## src/rtl/ompc_pkg.sv

```systemverilog
// Package of constants and types for the operating mode power controller.
`default_nettype none
package ompc_pkg;
  // Register byte offsets.
  localparam logic [7:0] SYS_CLOCK_CONTROL_OFS = 8'h00;
  localparam logic [7:0] PORT_A_WAKE_ENABLE_OFS = 8'h04;
  localparam logic [7:0] OSC_STATUS_OFS = 8'h08;
  localparam logic [7:0] POWER_STATUS_OFS = 8'h0c;
  // Field positions in the clock control register.
  localparam int CKSEL_LSB = 5;
  localparam int LOW_SRC_BIT = 2;
  localparam int FAST_KEEP_BIT = 1;
  localparam int SLOW_KEEP_BIT = 0;
  localparam logic [7:0] SYS_CLOCK_CONTROL_RESET = 8'h00;
  localparam logic [7:0] PORT_A_WAKE_ENABLE_RESET = 8'h00;
  localparam logic [2:0] CKSEL_SUB = 3'h7;
  // Field positions in the power status register.
  localparam int PDF_BIT = 0;
  localparam int WDX_BIT = 1;
  localparam int MODE_LSB = 4;
  // Restart settle time after wake-up.
  localparam int CLOCK_MHZ = 40;
  localparam int RESTART_NS = 1000;
  localparam int RESTART_CYCLES = (RESTART_NS * CLOCK_MHZ + 999) / 1000;
  // Response codes of the bus.
  localparam logic [1:0] RESP_OKAY = 2'h0;
  localparam logic [1:0] RESP_SLVERR = 2'h2;

  typedef enum logic [2:0] {
    OMPC_FAST = 3'h0,
    OMPC_SLOW = 3'h1,
    OMPC_SLEEP = 3'h2,
    OMPC_IDLE_SLOW = 3'h3,
    OMPC_IDLE_BOTH = 3'h4,
    OMPC_IDLE_FAST = 3'h5,
    OMPC_RESTART = 3'h6
  } ompc_mode_t;

  typedef struct packed {
    logic halt_cpu;
    logic high_clock_on;
    logic sub_clock_on;
    logic sub_from_crystal;
    logic [2:0] divide_sel;
    logic use_sub_clock;
  } ompc_clock_ctl_t;

  typedef struct packed {
    logic wake_full_reset;
    logic wake_watchdog_reset;
    logic wake_resume;
    logic watchdog_clear;
  } ompc_events_t;
endpackage : ompc_pkg
`default_nettype wire

```

## src/rtl/ompc_edge_sync.sv

```systemverilog
// Two-stage synchroniser with falling-edge detector for a bank of pins.
`default_nettype none
module ompc_edge_sync #(
  parameter int WIDTH = 8
) (
  // Clock and reset
  input wire logic clk,
  input wire logic rst,
  // Pins in and edges out
  input wire logic [WIDTH-1:0] pin,
  output logic [WIDTH-1:0] fall
);
  logic [WIDTH-1:0] stage1;
  logic [WIDTH-1:0] stage2;
  logic [WIDTH-1:0] stage3;
  logic [WIDTH-1:0] next_fall;

  always_comb begin
    next_fall = stage3 & ~stage2;
  end

  // Reset to ones, so a pin held low at reset is taken as a falling edge once reset is released.
  always_ff @(posedge clk) begin
    if (rst) begin
      stage1 <= '1;
      stage2 <= '1;
      stage3 <= '1;
      fall <= '0;
    end else begin
      stage1 <= pin;
      stage2 <= stage1;
      stage3 <= stage2;
      fall <= next_fall;
    end
  end
endmodule : ompc_edge_sync
`default_nettype wire

```

## src/rtl/ompc_controller.sv

```systemverilog
// Operating mode controller: clock source selection, stop modes and wake-up.
//
// How it works
// - Select value 111 in fast mode moves the system clock to the sub-clock.
// - Sub-clock source chosen by the low source bit; switch waits for stability.
// - Select values 000 to 110 give fast mode at high clock over 1 to 64.
// - Stop with both keep-alive bits clear enters sleep; only the watchdog runs.
// - Stop with only slow keep-alive set enters idle-slow; high clock stops.
// - Stop with both keep-alive bits set enters idle-both; both clocks run.
// - Stop with only fast keep-alive set enters idle-fast; sub-clock stops.
// - In any stop mode the cpu halts and all state is kept.
// - Stop entry sets the power-down flag and clears the watchdog-expired flag.
// - Stop entry clears the watchdog, which then runs only if enabled.
// - Port A falling edge, reset, interrupt or watchdog overflow wakes the device.
// - Reset wake gives full reset; watchdog wake starts a watchdog reset.
// - Power-down flag cleared by power-up or clear-watchdog, set by stop.
// - Watchdog timeout in stop sets the expired flag and resets only pc and sp.
// - Port A pins wake only when enabled; execution resumes after the stop.
// - After wake-up, wait for the oscillator to settle before resuming.
// - Interrupt wake with interrupt off or stack full resumes after the stop.
// - Interrupt already pending at stop entry cannot wake the device.
// - Low source bit 0 picks the low internal RC, 1 picks the low crystal.
//
// Decided for this implementation: the register addresses and the AXI4-Lite interface to the registers.
`default_nettype none
module ompc_controller
  import ompc_pkg::*;
#(
  parameter int PORT_WIDTH = 8,
  parameter int IRQ_WIDTH = 8
) (
  // Clock and reset
  input wire logic CLOCK,
  input wire logic RESET,
  // AXI4-Lite register slave
  input wire logic [7:0] S_AXI_AWADDR,
  input wire logic S_AXI_AWVALID,
  output logic S_AXI_AWREADY,
  input wire logic [31:0] S_AXI_WDATA,
  input wire logic [3:0] S_AXI_WSTRB,
  input wire logic S_AXI_WVALID,
  output logic S_AXI_WREADY,
  output logic [1:0] S_AXI_BRESP,
  output logic S_AXI_BVALID,
  input wire logic S_AXI_BREADY,
  input wire logic [7:0] S_AXI_ARADDR,
  input wire logic S_AXI_ARVALID,
  output logic S_AXI_ARREADY,
  output logic [31:0] S_AXI_RDATA,
  output logic [1:0] S_AXI_RRESP,
  output logic S_AXI_RVALID,
  input wire logic S_AXI_RREADY,
  // Cpu side
  input wire logic CPU_STOP,
  input wire logic CPU_CLEAR_WATCHDOG,
  input wire logic [IRQ_WIDTH-1:0] IRQ_PENDING,
  input wire logic IRQ_SERVICEABLE,
  // Oscillators and watchdog
  input wire logic HIGH_STABLE,
  input wire logic LOW_CRYSTAL_STABLE,
  input wire logic LOW_RC_STABLE,
  input wire logic WATCHDOG_ENABLED,
  input wire logic WATCHDOG_OVERFLOW,
  // Pins
  input wire logic [PORT_WIDTH-1:0] PORT_A,
  input wire logic EXT_RESET_N,
  // Control outputs
  output ompc_pkg::ompc_clock_ctl_t CLOCK_CTL,
  output ompc_pkg::ompc_events_t EVENTS,
  output ompc_pkg::ompc_mode_t MODE
);
  ////////////////////////////////////////////////////////////////////////////
  logic [7:0] system_clock_control;
  logic [PORT_WIDTH-1:0] port_a_wake_enable;
  logic power_down_flag;
  logic watchdog_expired_flag;
  logic [7:0] next_system_clock_control;
  logic [PORT_WIDTH-1:0] next_port_a_wake_enable;
  logic next_power_down_flag;
  logic next_watchdog_expired_flag;
  logic aw_held;
  logic w_held;
  logic [7:0] aw_addr;
  logic [31:0] w_data;
  logic [3:0] w_strb;
  logic next_aw_held;
  logic next_w_held;
  logic [7:0] next_aw_addr;
  logic [31:0] next_w_data;
  logic [3:0] next_w_strb;
  logic [1:0] next_bresp;
  logic next_bvalid;
  logic [31:0] next_rdata;
  logic [1:0] next_rresp;
  logic next_rvalid;
  logic do_write;

  ompc_mode_t mode;
  ompc_mode_t next_mode;
  logic [15:0] settle;
  logic [15:0] next_settle;
  logic [IRQ_WIDTH-1:0] irq_mask;
  logic [IRQ_WIDTH-1:0] next_irq_mask;
  ompc_events_t next_events;
  ompc_clock_ctl_t next_clock_ctl;

  logic [PORT_WIDTH-1:0] port_fall;
  logic [1:0] ext_sync;
  logic ext_reset_n_s;
  logic low_stable;
  logic pin_wake;
  logic irq_wake;

  ompc_edge_sync #(.WIDTH(PORT_WIDTH)) u_port_sync (
    .clk(CLOCK),
    .rst(RESET),
    .pin(PORT_A),
    .fall(port_fall)
  );

  always_ff @(posedge CLOCK) begin
    if (RESET) begin
      ext_sync <= 2'h3;
    end else begin
      ext_sync <= {ext_sync[0], EXT_RESET_N};
    end
  end
  assign ext_reset_n_s = ext_sync[1];

  ////////////////////////////////////////////////////////////////////////////
  // Register slave. Address and data may come in either order.
  assign S_AXI_AWREADY = !aw_held && !S_AXI_BVALID;
  assign S_AXI_WREADY = !w_held && !S_AXI_BVALID;
  assign S_AXI_ARREADY = !S_AXI_RVALID;

  always_comb begin
    next_aw_held = aw_held;
    next_w_held = w_held;
    next_aw_addr = aw_addr;
    next_w_data = w_data;
    next_w_strb = w_strb;
    next_bresp = S_AXI_BRESP;
    next_bvalid = S_AXI_BVALID;
    next_rdata = S_AXI_RDATA;
    next_rresp = S_AXI_RRESP;
    next_rvalid = S_AXI_RVALID;
    next_system_clock_control = system_clock_control;
    next_port_a_wake_enable = port_a_wake_enable;
    do_write = 1'b0;
    if (S_AXI_AWVALID && S_AXI_AWREADY) begin
      next_aw_held = 1'b1;
      next_aw_addr = S_AXI_AWADDR;
    end
    if (S_AXI_WVALID && S_AXI_WREADY) begin
      next_w_held = 1'b1;
      next_w_data = S_AXI_WDATA;
      next_w_strb = S_AXI_WSTRB;
    end
    if (aw_held && w_held) begin
      do_write = 1'b1;
      next_aw_held = 1'b0;
      next_w_held = 1'b0;
      next_bvalid = 1'b1;
      next_bresp = RESP_OKAY;
      case ({aw_addr[7:2], 2'h0})
        SYS_CLOCK_CONTROL_OFS: begin
          // Bit 4 is unimplemented and kept at zero.
          if (w_strb[0]) next_system_clock_control = w_data[7:0] & 8'hef;
        end
        PORT_A_WAKE_ENABLE_OFS: begin
          if (w_strb[0]) next_port_a_wake_enable = w_data[PORT_WIDTH-1:0];
        end
        OSC_STATUS_OFS, POWER_STATUS_OFS: next_bresp = RESP_OKAY;
        default: next_bresp = RESP_SLVERR;
      endcase
    end
    if (S_AXI_BVALID && S_AXI_BREADY) next_bvalid = 1'b0;
    if (S_AXI_ARVALID && S_AXI_ARREADY) begin
      next_rvalid = 1'b1;
      next_rresp = RESP_OKAY;
      next_rdata = 32'h0;
      case ({S_AXI_ARADDR[7:2], 2'h0})
        SYS_CLOCK_CONTROL_OFS: next_rdata = {24'h0, system_clock_control};
        PORT_A_WAKE_ENABLE_OFS: next_rdata[PORT_WIDTH-1:0] = port_a_wake_enable;
        OSC_STATUS_OFS: next_rdata = {29'h0, LOW_RC_STABLE, LOW_CRYSTAL_STABLE,
                                      HIGH_STABLE};
        POWER_STATUS_OFS: next_rdata = {25'h0, mode, 2'h0, watchdog_expired_flag,
                                        power_down_flag};
        default: next_rresp = RESP_SLVERR;
      endcase
    end else if (S_AXI_RVALID && S_AXI_RREADY) begin
      next_rvalid = 1'b0;
    end
  end

  always_ff @(posedge CLOCK) begin
    if (RESET) begin
      aw_held <= 1'b0;
      w_held <= 1'b0;
      aw_addr <= 8'h00;
      w_data <= 32'h0;
      w_strb <= 4'h0;
      S_AXI_BRESP <= RESP_OKAY;
      S_AXI_BVALID <= 1'b0;
      S_AXI_RDATA <= 32'h0;
      S_AXI_RRESP <= RESP_OKAY;
      S_AXI_RVALID <= 1'b0;
      system_clock_control <= SYS_CLOCK_CONTROL_RESET;
      port_a_wake_enable <= PORT_A_WAKE_ENABLE_RESET[PORT_WIDTH-1:0];
    end else begin
      aw_held <= next_aw_held;
      w_held <= next_w_held;
      aw_addr <= next_aw_addr;
      w_data <= next_w_data;
      w_strb <= next_w_strb;
      S_AXI_BRESP <= next_bresp;
      S_AXI_BVALID <= next_bvalid;
      S_AXI_RDATA <= next_rdata;
      S_AXI_RRESP <= next_rresp;
      S_AXI_RVALID <= next_rvalid;
      system_clock_control <= next_system_clock_control;
      port_a_wake_enable <= next_port_a_wake_enable;
    end
  end

  ////////////////////////////////////////////////////////////////////////////
  // Mode sequencer.
  assign low_stable = system_clock_control[LOW_SRC_BIT] ? LOW_CRYSTAL_STABLE
                                                        : LOW_RC_STABLE;
  assign pin_wake = |(port_fall & port_a_wake_enable);
  // Interrupts already pending at entry are masked out of the wake terms.
  assign irq_wake = |(IRQ_PENDING & ~irq_mask);

  always_comb begin
    next_mode = mode;
    next_settle = settle;
    next_irq_mask = irq_mask;
    next_events = '0;
    next_power_down_flag = power_down_flag;
    next_watchdog_expired_flag = watchdog_expired_flag;
    case (mode)
      OMPC_FAST, OMPC_SLOW: begin
        if (system_clock_control[7:CKSEL_LSB] == CKSEL_SUB) begin
          if (low_stable) next_mode = OMPC_SLOW;
        end else begin
          next_mode = OMPC_FAST;
        end
        if (CPU_STOP) begin
          next_irq_mask = IRQ_PENDING;
          next_events.watchdog_clear = 1'b1;
          next_power_down_flag = 1'b1;
          next_watchdog_expired_flag = 1'b0;
          case ({system_clock_control[FAST_KEEP_BIT], system_clock_control[SLOW_KEEP_BIT]})
            2'b00: next_mode = OMPC_SLEEP;
            2'b01: next_mode = OMPC_IDLE_SLOW;
            2'b11: next_mode = OMPC_IDLE_BOTH;
            default: next_mode = OMPC_IDLE_FAST;
          endcase
        end
      end
      OMPC_SLEEP, OMPC_IDLE_SLOW, OMPC_IDLE_BOTH, OMPC_IDLE_FAST: begin
        // Reset wake has priority, then the watchdog, then pins and interrupts.
        if (!ext_reset_n_s) begin
          next_events.wake_full_reset = 1'b1;
          next_mode = OMPC_FAST;
        end else if (WATCHDOG_OVERFLOW && WATCHDOG_ENABLED) begin
          next_events.wake_watchdog_reset = 1'b1;
          next_watchdog_expired_flag = 1'b1;
          next_settle = 16'(RESTART_CYCLES);
          next_mode = OMPC_RESTART;
        end else if (pin_wake || irq_wake) begin
          next_settle = 16'(RESTART_CYCLES);
          next_mode = OMPC_RESTART;
        end
      end
      OMPC_RESTART: begin
        if (settle > 16'h1) begin
          next_settle = settle - 16'h1;
        end else if (system_clock_control[7:CKSEL_LSB] == CKSEL_SUB ? low_stable
                                                                      : HIGH_STABLE) begin
          next_settle = 16'h0;
          // A watchdog wake restarts the program, so it never resumes after the stop.
          next_events.wake_resume = !watchdog_expired_flag &&
                                    (!IRQ_SERVICEABLE || !irq_wake);
          next_mode = (system_clock_control[7:CKSEL_LSB] == CKSEL_SUB) ? OMPC_SLOW
                                                                       : OMPC_FAST;
        end
      end
      default: next_mode = OMPC_FAST;
    endcase
    if (CPU_CLEAR_WATCHDOG && !CPU_STOP) next_power_down_flag = 1'b0;
  end

  always_comb begin
    // Taken from the next mode so the clock controls and MODE change on one edge.
    next_clock_ctl.halt_cpu = !(next_mode == OMPC_FAST || next_mode == OMPC_SLOW);
    next_clock_ctl.high_clock_on = !(next_mode == OMPC_SLEEP || next_mode == OMPC_IDLE_SLOW);
    next_clock_ctl.sub_clock_on = !(next_mode == OMPC_SLEEP || next_mode == OMPC_IDLE_FAST);
    next_clock_ctl.sub_from_crystal = system_clock_control[LOW_SRC_BIT];
    next_clock_ctl.divide_sel = system_clock_control[7:CKSEL_LSB];
    next_clock_ctl.use_sub_clock = (next_mode == OMPC_SLOW);
  end

  always_ff @(posedge CLOCK) begin
    if (RESET) begin
      mode <= OMPC_FAST;
      settle <= 16'h0;
      irq_mask <= '0;
      power_down_flag <= 1'b0;
      watchdog_expired_flag <= 1'b0;
      EVENTS <= '0;
      CLOCK_CTL <= '{1'b0, 1'b1, 1'b1, 1'b0, 3'h0, 1'b0};
    end else begin
      mode <= next_mode;
      settle <= next_settle;
      irq_mask <= next_irq_mask;
      power_down_flag <= next_power_down_flag;
      watchdog_expired_flag <= next_watchdog_expired_flag;
      EVENTS <= next_events;
      CLOCK_CTL <= next_clock_ctl;
    end
  end

  assign MODE = mode;
endmodule : ompc_controller
`default_nettype wire

```

## config.mk

```make
export PLATFORM = sky130hd
export DESIGN_NAME = ompc_controller
export DESIGN_NICKNAME = d
export VERILOG_FILES = /design/src/rtl/ompc_pkg.sv /design/src/rtl/ompc_edge_sync.sv /design/src/rtl/ompc_controller.sv
export SDC_FILE = /design/constraint.sdc
export NUM_CORES = 1
export LEC_CHECK = 0
export ABC_CLOCK_PERIOD_IN_PS = 2700
export BUFFER_PORTS_ARGS = -buffer_cell sky130_fd_sc_hd__buf_2
export CAP_MARGIN = 25
export CORE_UTILIZATION = 47
export DETAILED_ROUTE_END_ITERATION = 7
export GPL_ROUTABILITY_DRIVEN = 0
export PLACE_DENSITY = 0.87
export SYNTH_ARGS = -nofsm -noshare
export SYNTH_HDL_FRONTEND = slang
export SYNTH_HIERARCHICAL = 1
export SYNTH_SLANG_ARGS = --single-unit
```

## constraint.sdc

```tcl
create_clock -name CLOCK -period 2.7 [get_ports CLOCK]
set_input_delay 0.54 -clock CLOCK [delete_from_list [all_inputs] [get_ports CLOCK]]
set_output_delay 0.54 -clock CLOCK [all_outputs]
set_load 0.1 [all_outputs]
```

======== After elaboration in Yosys (flattened, before gate mapping) ========
Index checks and enable logic that the tools add are counted.
word-level totals
  flip-flop bits (word level) ............. 123
  input port bits ......................... 84
  output and inout port bits .............. 56
operators by class
  add/subtract/negate cells ............... 1
  order comparisons ....................... 1
  eq/ne operators ......................... 24
  multiplexer cells ....................... 31
  bitwise logic cells ..................... 10
  reduce and logical (&&, ||, !) cells .... 53
operator list
  cell                   count
  $mux 16                5
  $pmux 16 s2            1
  $pmux 8 s4             1
  $and 8x8->8            3
  $eq 6x2->1 const B     4
  $mux 3                 8
  $pmux 3 s3             2
  $gt 16x1->1 const B    1
  $not 8->8              2
  $reduce_or 4->1        4
  $reduce_or 8->1        2
  $sub 16x1->16 const B  1
  $eq 3x3->1 const B     5
  $eq 3x2->1 const B     4
  $eq 6x1->1 const B     2
  $logic_not 6->1        2
  $reduce_or 2->1        6
  $logic_and 1x1->1      11
  $logic_not 1->1        11
  $mux 1                 11
  $reduce_and 4->1       2
  $eq 3x1->1 const B     2
  $logic_not 3->1        2
  $ne 2x2->1 const B     3
  other kinds (12)       25

======== Longest topological paths before layout ========
Gate-level depths: netlist of run 1.
  word-level depth ........................ 11
  mapped depth ............................ 10
  gate-level depth less buffers ........... 9

======== Cells and area by module ========
Netlist of run 1, hierarchy kept.
by module, submodules not included
  module           instances  cells each  area each (um^2)  seq. area each (um^2)
  ompc_controller  1          462         4020.1            1741.7
  ompc_edge_sync   1          67          889.6             640.6

======== Worst setup path after synthesis of run 1 ========
No wires, ideal clock.
  kind .................................... reg2reg
  from .................................... register S_AXI_BVALID
  to ...................................... register aw_addr[7]
  library setup time ...................... 0.128 ns
  arrival time ............................ 2.921 ns
  slack ................................... -0.349 ns
  stages on the path, launching flop included .. 6
  period minus slack after synthesis ...... 3.049 ns
  cell sequence ........................... dfxtp_1 nor2_1 and2_1 clkbuf_1 mux2i_1 nor2_1
on the way
  longest elaborated chain between the ends .. 3
ends and longest elaborated chain
  item                    line                    source
  from (decl)             ompc_controller.sv:44   output logic S_AXI_BVALID,
  from (signal assigned)  ompc_controller.sv:217  S_AXI_BVALID <= next_bvalid;
  $logic_not 1->1         ompc_controller.sv:132  assign S_AXI_AWREADY = !aw_held && !S_AXI_BVALID;
  $logic_and 1x1->1       ompc_controller.sv:132
  via S_AXI_AWREADY       ompc_controller.sv:38   output logic S_AXI_AWREADY,
  $logic_and 1x1->1       ompc_controller.sv:150  if (S_AXI_AWVALID && S_AXI_AWREADY) begin
  to (signal assigned)    ompc_controller.sv:213  aw_addr <= next_aw_addr;
  to (decl)               ompc_controller.sv:83   logic [7:0] aw_addr;
The timed path passes the listed nets, and every way through them passes these cells.
A chain may end at the register's enable or synchronous reset.

======== Worst setup path after layout of run 1 ========
  from .................................... register settle[4]
  to ...................................... register CLOCK_CTL[5] in the netlist's numbering
on the way
  longest elaborated chain between the ends .. 6
  elaborated cells between the ends (all ways) .. 7
  those cells by class .................... 1 x order compare; 2 x eq/ne; 2 x mux; 2 x reduce/logical
ends and longest elaborated chain
  item                                             line                    source
  from (decl)                                      ompc_controller.sv:100  logic [15:0] settle;
  from (signal assigned)                           ompc_controller.sv:315  settle <= next_settle;
  $gt 16x1->1 (*)                                  ompc_controller.sv:277  if (settle > 16'h1) begin
  $mux 3 (*)                                       ompc_controller.sv:277
  $pmux 3 s3 (*)                                   ompc_controller.sv:241  case (mode)
  $eq 3x2->1 / $eq 3x3->1 (equally long branches)  ompc_controller.sv:298  next_clock_ctl.sub_clock_on = !(next_mode == OMPC_SLEEP || next_mode == OMPC_IDLE_FAST);
  $logic_or 1x1->1 (*)                             ompc_controller.sv:298
  $logic_not 1->1 (*)                              ompc_controller.sv:298
  to (signal assigned)                             ompc_controller.sv:312  CLOCK_CTL <= '{1'b0, 1'b1, 1'b1, 1'b0, 3'h0, 1'b0};
  to (signal assigned)                             ompc_controller.sv:320  CLOCK_CTL <= next_clock_ctl;
  to (decl)                                        ompc_controller.sv:68   output ompc_pkg::ompc_clock_ctl_t CLOCK_CTL,
Every way passes the cells marked *; elsewhere a longest branch is shown, timed or not.

==> results.cfg, run 1 <==
[outcome]
run_status = finished clean

[cells_and_area]
area_delta_synth_final_pct = 23.0
final_cells = 767
final_cell_area_mm2 = 0.00604
nets = 711
final_util_pct = 60.6
final.fill_count = 805
final_cell_mix = dfxtp_1, buf_2, nor2_1
final_common_cell = dfxtp_1
drive_gt1_share_pct = 25.4

[drt]
antenna_left = 0
drt_iter0_markers = 319
routed_via_density = 5.38
drtPass1Iterations = 7
route.detailed.wl_per_inst_um = 15.1
drc = 0
num_vias = 4125
wl_um = 11600

[yosys]
yosys_most_used_dff = dfxtp_1
yosys_warnings = 6
synth-edff-count = 0
yosys_register_bits = 119
synth_seq_area_share_pct = 48.5
netlist_top_cells_area = dfxtp_1, mux2i_1, nor2_1
synth_top_cell_area_share_pct = 48.5
synth_cells = 529
synthArstFlopShare_pct = 0
syn_area_mm2 = 0.00491
ys_types = 57
synth_top_area_cell = dfxtp_1
syn-mean-instance-area_um2 = 9.28

[grt]
grtUsageTotal_pct = 21.7
antenna_found_initial = 1
grt_pass1_vias = 3962
grt_pass1_wl_um = 18800
grt_max_degree = 80
overflow = 0

[power_and_ir_drop]
p_total_mw = 5.88
p_leak_nw = 2.62
power_density_mw_per_mm2 = 974
vdd_drop_max_uv = 656

[sta]
tightest_slew_ns = 0.709
holdWs_ns = 0.206
setup_viol = 0
max_freq_mhz = 383
period_share_pct = 96.6
relSlewSlack_pct = 52.4
tns_ns = 0
hold_viol_final = 0
min_period_ns = 2.61
fin_ws_ns = 0.0915
fin_skew_ns = 0.00831
slew_viol_final = 0

[die]
pin_count = 140
core_mm2 = 0.00995
rows = 36
die_area_mm2 = 0.0109
initial_utilization_pct = 49.3
die_h_um = 104
dieWidth_um = 104

[setup_path]
cp-end-kind = flip-flop
cp-start-kind = flip-flop
crit_path_max_fanout = 6
critPathArrivalTime_ns = 2.96
r2r_cells = 7
worstPathRequired_ns = 3.05
criticalPathCategory = flip-flop to flip-flop

[worst_hold_path]
whs_path_depth = 2
hold_class = input pin to flip-flop

[clock_tree]
cts_sinks = 119
cts.htree.levels = 4
cts.clk_slew.worst_paths_ns = 0.06
cts_buffer_depth = 2
clock_latency_ns = 0.51
root_buffer = clkbuf_8
cts_tree = done
numCtsBuffers = 17

[placement]
port_buffers = 82
post-place-ws_ns = 0.0599
hpwl_um = 7760
place_area_mm2 = 0.00538
dpl.cell_count = 733

[job]
cap_violations = 0
==> timing repair <==
action,4_1_cts,5_1_grt
endpoints found under the setup margin,0,6
setup buffers,0,1
gates resized for setup,0,6
hold buffers,0,0
==> routing by layer <==
metal / track usage (%) / wire length, um / vias to the layer above
met1: 26.2 / 4750 / 1908
met3: 6.45 / 963 / 26
met2: 35.8 / 5610 / 225
met5: 0 / 0 / -
met4: 9.29 / 261 / 0
li1: - / - / 1966
==> flip-flops by register name, indices dropped and copies added, names as in the netlist, 2 cells and up <==
name                  count
aw_addr                   6
port_a_wake_enable        8
system_clock_control      7
ext_sync                  2
EVENTS                    4
u_port_sync/stage1        8
u_port_sync/stage2        8
settle                   16
S_AXI_RDATA               8
u_port_sync/stage3        8
u_port_sync/fall          8
MODE                      3
CLOCK_CTL                 8
w_data                    8
irq_mask                  8
==> cell families (layout without fill, tap and decap cells) <==
| kind of cell | Yosys count | in the layout | synth area share (%) |
|---|---|---|---|
| simple gates | 208 | 208 | 21.7 |
| compound gates | 94 | 94 | 13.1 |
| flops | 119 | 119 | 48.5 |
| other cells | 1 | 27 | 0.0764 |
| fa+ha+maj | 7 | 7 | 1.78 |
| buf+inv | 68 | 147 | 7.72 |
| mux | 32 | 32 | 7.14 |
==> final cells by class <==
type | count | area (um^2) | area share (%)
Multi-Input combinational cell | 367 | 2260 | 37.5
Sequential cell | 119 | 2390 | 39.5
Antenna cell | 1 | 2.50 | 0.0415
Timing Repair Buffer | 96 | 515 | 8.54
Clock buffer | 25 | 514 | 8.52
Tap cell | 133 | 166 | 2.76
Clock inverter | 7 | 113 | 1.87
Inverter | 19 | 75.1 | 1.24
==> synth_stat cells (7+ instances only) <==
| cell type | count |
|---|---|
| a21oi_1 | 31 |
| a31oi_1 | 7 |
| buf_4 | 27 |
| clkbuf_1 | 16 |
| dfxtp_1 | 119 |
| ha_1 | 7 |
| inv_1 | 19 |
| mux2i_1 | 26 |
| nand2_1 | 54 |
| nand3_1 | 11 |
| nor2_1 | 59 |
| nor3_1 | 9 |
| nor3b_1 | 9 |
| o21ai_0 | 10 |
| o22ai_1 | 8 |
| or2_1 | 22 |
| or2_2 | 8 |
| or4_1 | 7 |
==> power by group <==
group	switching (mW)	internal (mW)	leakage [nW]
Combinational	1.10	0.489	1.33
Sequential	0.0863	1.88	0.973
Clock	0.754	1.57	0.310
==> worst max-delay path: stages, from the launching register on <==
cell and delay [ns]:
dfxtp_2 0.34, or3_4 0.41, or4_4 0.45, o41a_1 0.37, a21o_1 0.20, a2111oi_4 0.37
nor4b_4 0.25, a31oi_1 0.06
==> final timing paths <==
| check | start | to | slack, ns |
|---|---|---|---|
| min reg2reg | u_port_sync/stage1[4] | u_port_sync/stage2[4] | 0.40 |
| max reg2reg | settle[4] | CLOCK_CTL[5] | 0.09 |
| max | settle[4] | CLOCK_CTL[5] | 0.09 |
| min | PORT_A[5] | u_port_sync/stage1[5] | 0.21 |
(Power assumes the default switching activity.)
==> run 2: changes to the inputs <==
- CORE_MARGIN: unset -> 2
==> run 2 against run 1 <==
  * Via count down 2.8%
  * First-iteration DRC count down 8.2%
  * Combinational power about the same
  * Sequential power about the same
  * Power down 4.2%
  * Critical endpoint unchanged
  * Worst setup slack worse by 0.044 ns
  * Largest cell class unchanged
==> results.cfg, run 2 (synthesis results as in run 1) <==
[placement]
port_buffers = 82
place_area_mm2 = 0.00539
hpwl_um = 7660

[power_and_ir_drop]
vdd_drop_max_uv = 557
p_total_mw = 5.64
p_leak_nw = 2.58
power_density_mw_per_mm2 = 943

[cells_and_area]
final_common_cell = dfxtp_1
drive_gt1_share_pct = 24.8
final_cell_area_mm2 = 0.00597
largest_reg_flops = 16
nets = 710
final.fill_count = 856
top_register = settle
final_cell_mix = dfxtp_1, buf_2, nor2_1
multi_input_area_mm2 = 0.00226
regArea_mm2 = 0.00239
area_delta_synth_final_pct = 21.7

[worst_hold_path]
hold_class = input pin to flip-flop
whs_endpoint = u_port_sync/stage1[0]
whs_path_depth = 2
hp-start = PORT_A[0]

[setup_path]
criticalPathCategory = flip-flop to flip-flop
path_buf_inv = 0
r2r_cells = 7
critPathArrivalTime_ns = 3.01
critPathSlowestCell = or4_4
r2r_slack_ns = 0.05
cp_cell_sequence = or3_4, or4_4, o41a_1, a21o_1, a2111oi_4, nor4b_4, a31oi_1
reg2reg_from = settle[4]
crit_path_max_fanout = 6
cp-start-kind = flip-flop
worstPathRequired_ns = 3.06
max_stage_delay_ns = 0.45
cp-end-kind = flip-flop
critPathTopFamily = simple AND/OR/NAND/NOR gates
reg2reg_to = CLOCK_CTL[5]

[drt]
antenna_left = 0
route.detailed.wl_per_inst_um = 14.2
drc = 0
drt_iter0_markers = 293
routed_via_density = 5.21
num_vias = 4008
drtPass1Iterations = 5
wl_um = 10900

[die]
dieWidth_um = 106
die_h_um = 106
rows = 37
pin_count = 140
core_mm2 = 0.0102
initial_utilization_pct = 48.0
die_area_mm2 = 0.0113

[job]
cap_violations = 0

[grt]
antenna_found_initial = 1
grt_max_degree = 42
grt_pass1_vias = 3835
grtUsageTotal_pct = 20.0
grt_pass1_wl_um = 17700
overflow = 0

[clock_tree]
cts_buffer_depth = 2
postCtsHoldBufs = 0
post_cts_buffers = 0
cts_sinks = 119
numCtsBuffers = 17
root_buffer = clkbuf_8
clock_latency_ns = 0.52
cts_resized = 0
cts.htree.levels = 4
cts.clk_slew.worst_paths_ns = 0.06
cts_tree = done

[sta]
slew_viol_final = 0
period_share_pct = 98.2
fin_skew_ns = 0.00961
hold_viol_final = 0
setup_viol = 0
relSlewSlack_pct = 50.2
max_freq_mhz = 377
tightest_slew_ns = 0.742
min_period_ns = 2.65

[outcome]
run_status = finished clean
-- run 2: layout make-up --
type	instances	share of cell area, %
Clock buffer	19	7.06
Tap cell	136	2.85
Timing Repair Buffer	95	8.50
Inverter	19	1.26
Clock inverter	13	2.47
Sequential cell	119	40.0
Multi-Input combinational cell	367	37.9
Antenna cell	1	0.0419
-- run 2: metal layers --
metal,wire (um),vias up,GRT usage (%)
met1,4710,1860,23.8
met4,227,0,8.65
met5,0,-,0
li1,-,1973,-
met3,797,22,6.44
met2,5210,153,32.9
-- run 2: worst reg2reg max path, delay by kind of cell (launching register included) --
kind               cells  cell delay (ns)
and+or+nand+nor        3             1.14
AOI/OAI and AO/OA      4             1.02
DFF                    1             0.34
-- run 2: how the worst max path moves through the flow --
stage	start	endpoint	slack [ns]	cells after the start
after global routing	settle[4]	CLOCK_CTL[5]	-0.05	7
after CTS	settle[4]	settle[9]	0.03	8
after detailed placement	settle[4]	settle[9]	0.06	8
after floorplan	S_AXI_BVALID	aw_addr[7]	0.14	5
after global placement	IRQ_PENDING[0]	CLOCK_CTL[5]	0.10	8
final	settle[4]	CLOCK_CTL[5]	0.05	7
-- run 2: metrics by stage --
stage                     std cells  TNS (ns)  hold WS, ns  setup WS [ns]  util, %
after global routing            768   -0.0465        0.181        -0.0465     58.4
after floorplan                 554         0        0.383          0.141        -
final                           769         0        0.198         0.0476     58.4
after CTS                       768         0        0.180         0.0319     58.2
after global placement          736         0        0.390          0.101     52.6
after detailed placement        736         0        0.391         0.0636     52.6
-- run 2: power by group --
group / switching (mW) / internal (mW) / total (mW)
Sequential: 0.0821 / 1.88 / 1.96
Combinational: 1.07 / 0.476 / 1.55
Clock: 0.803 / 1.32 / 2.13
Total: 1.96 / 3.68 / 5.64
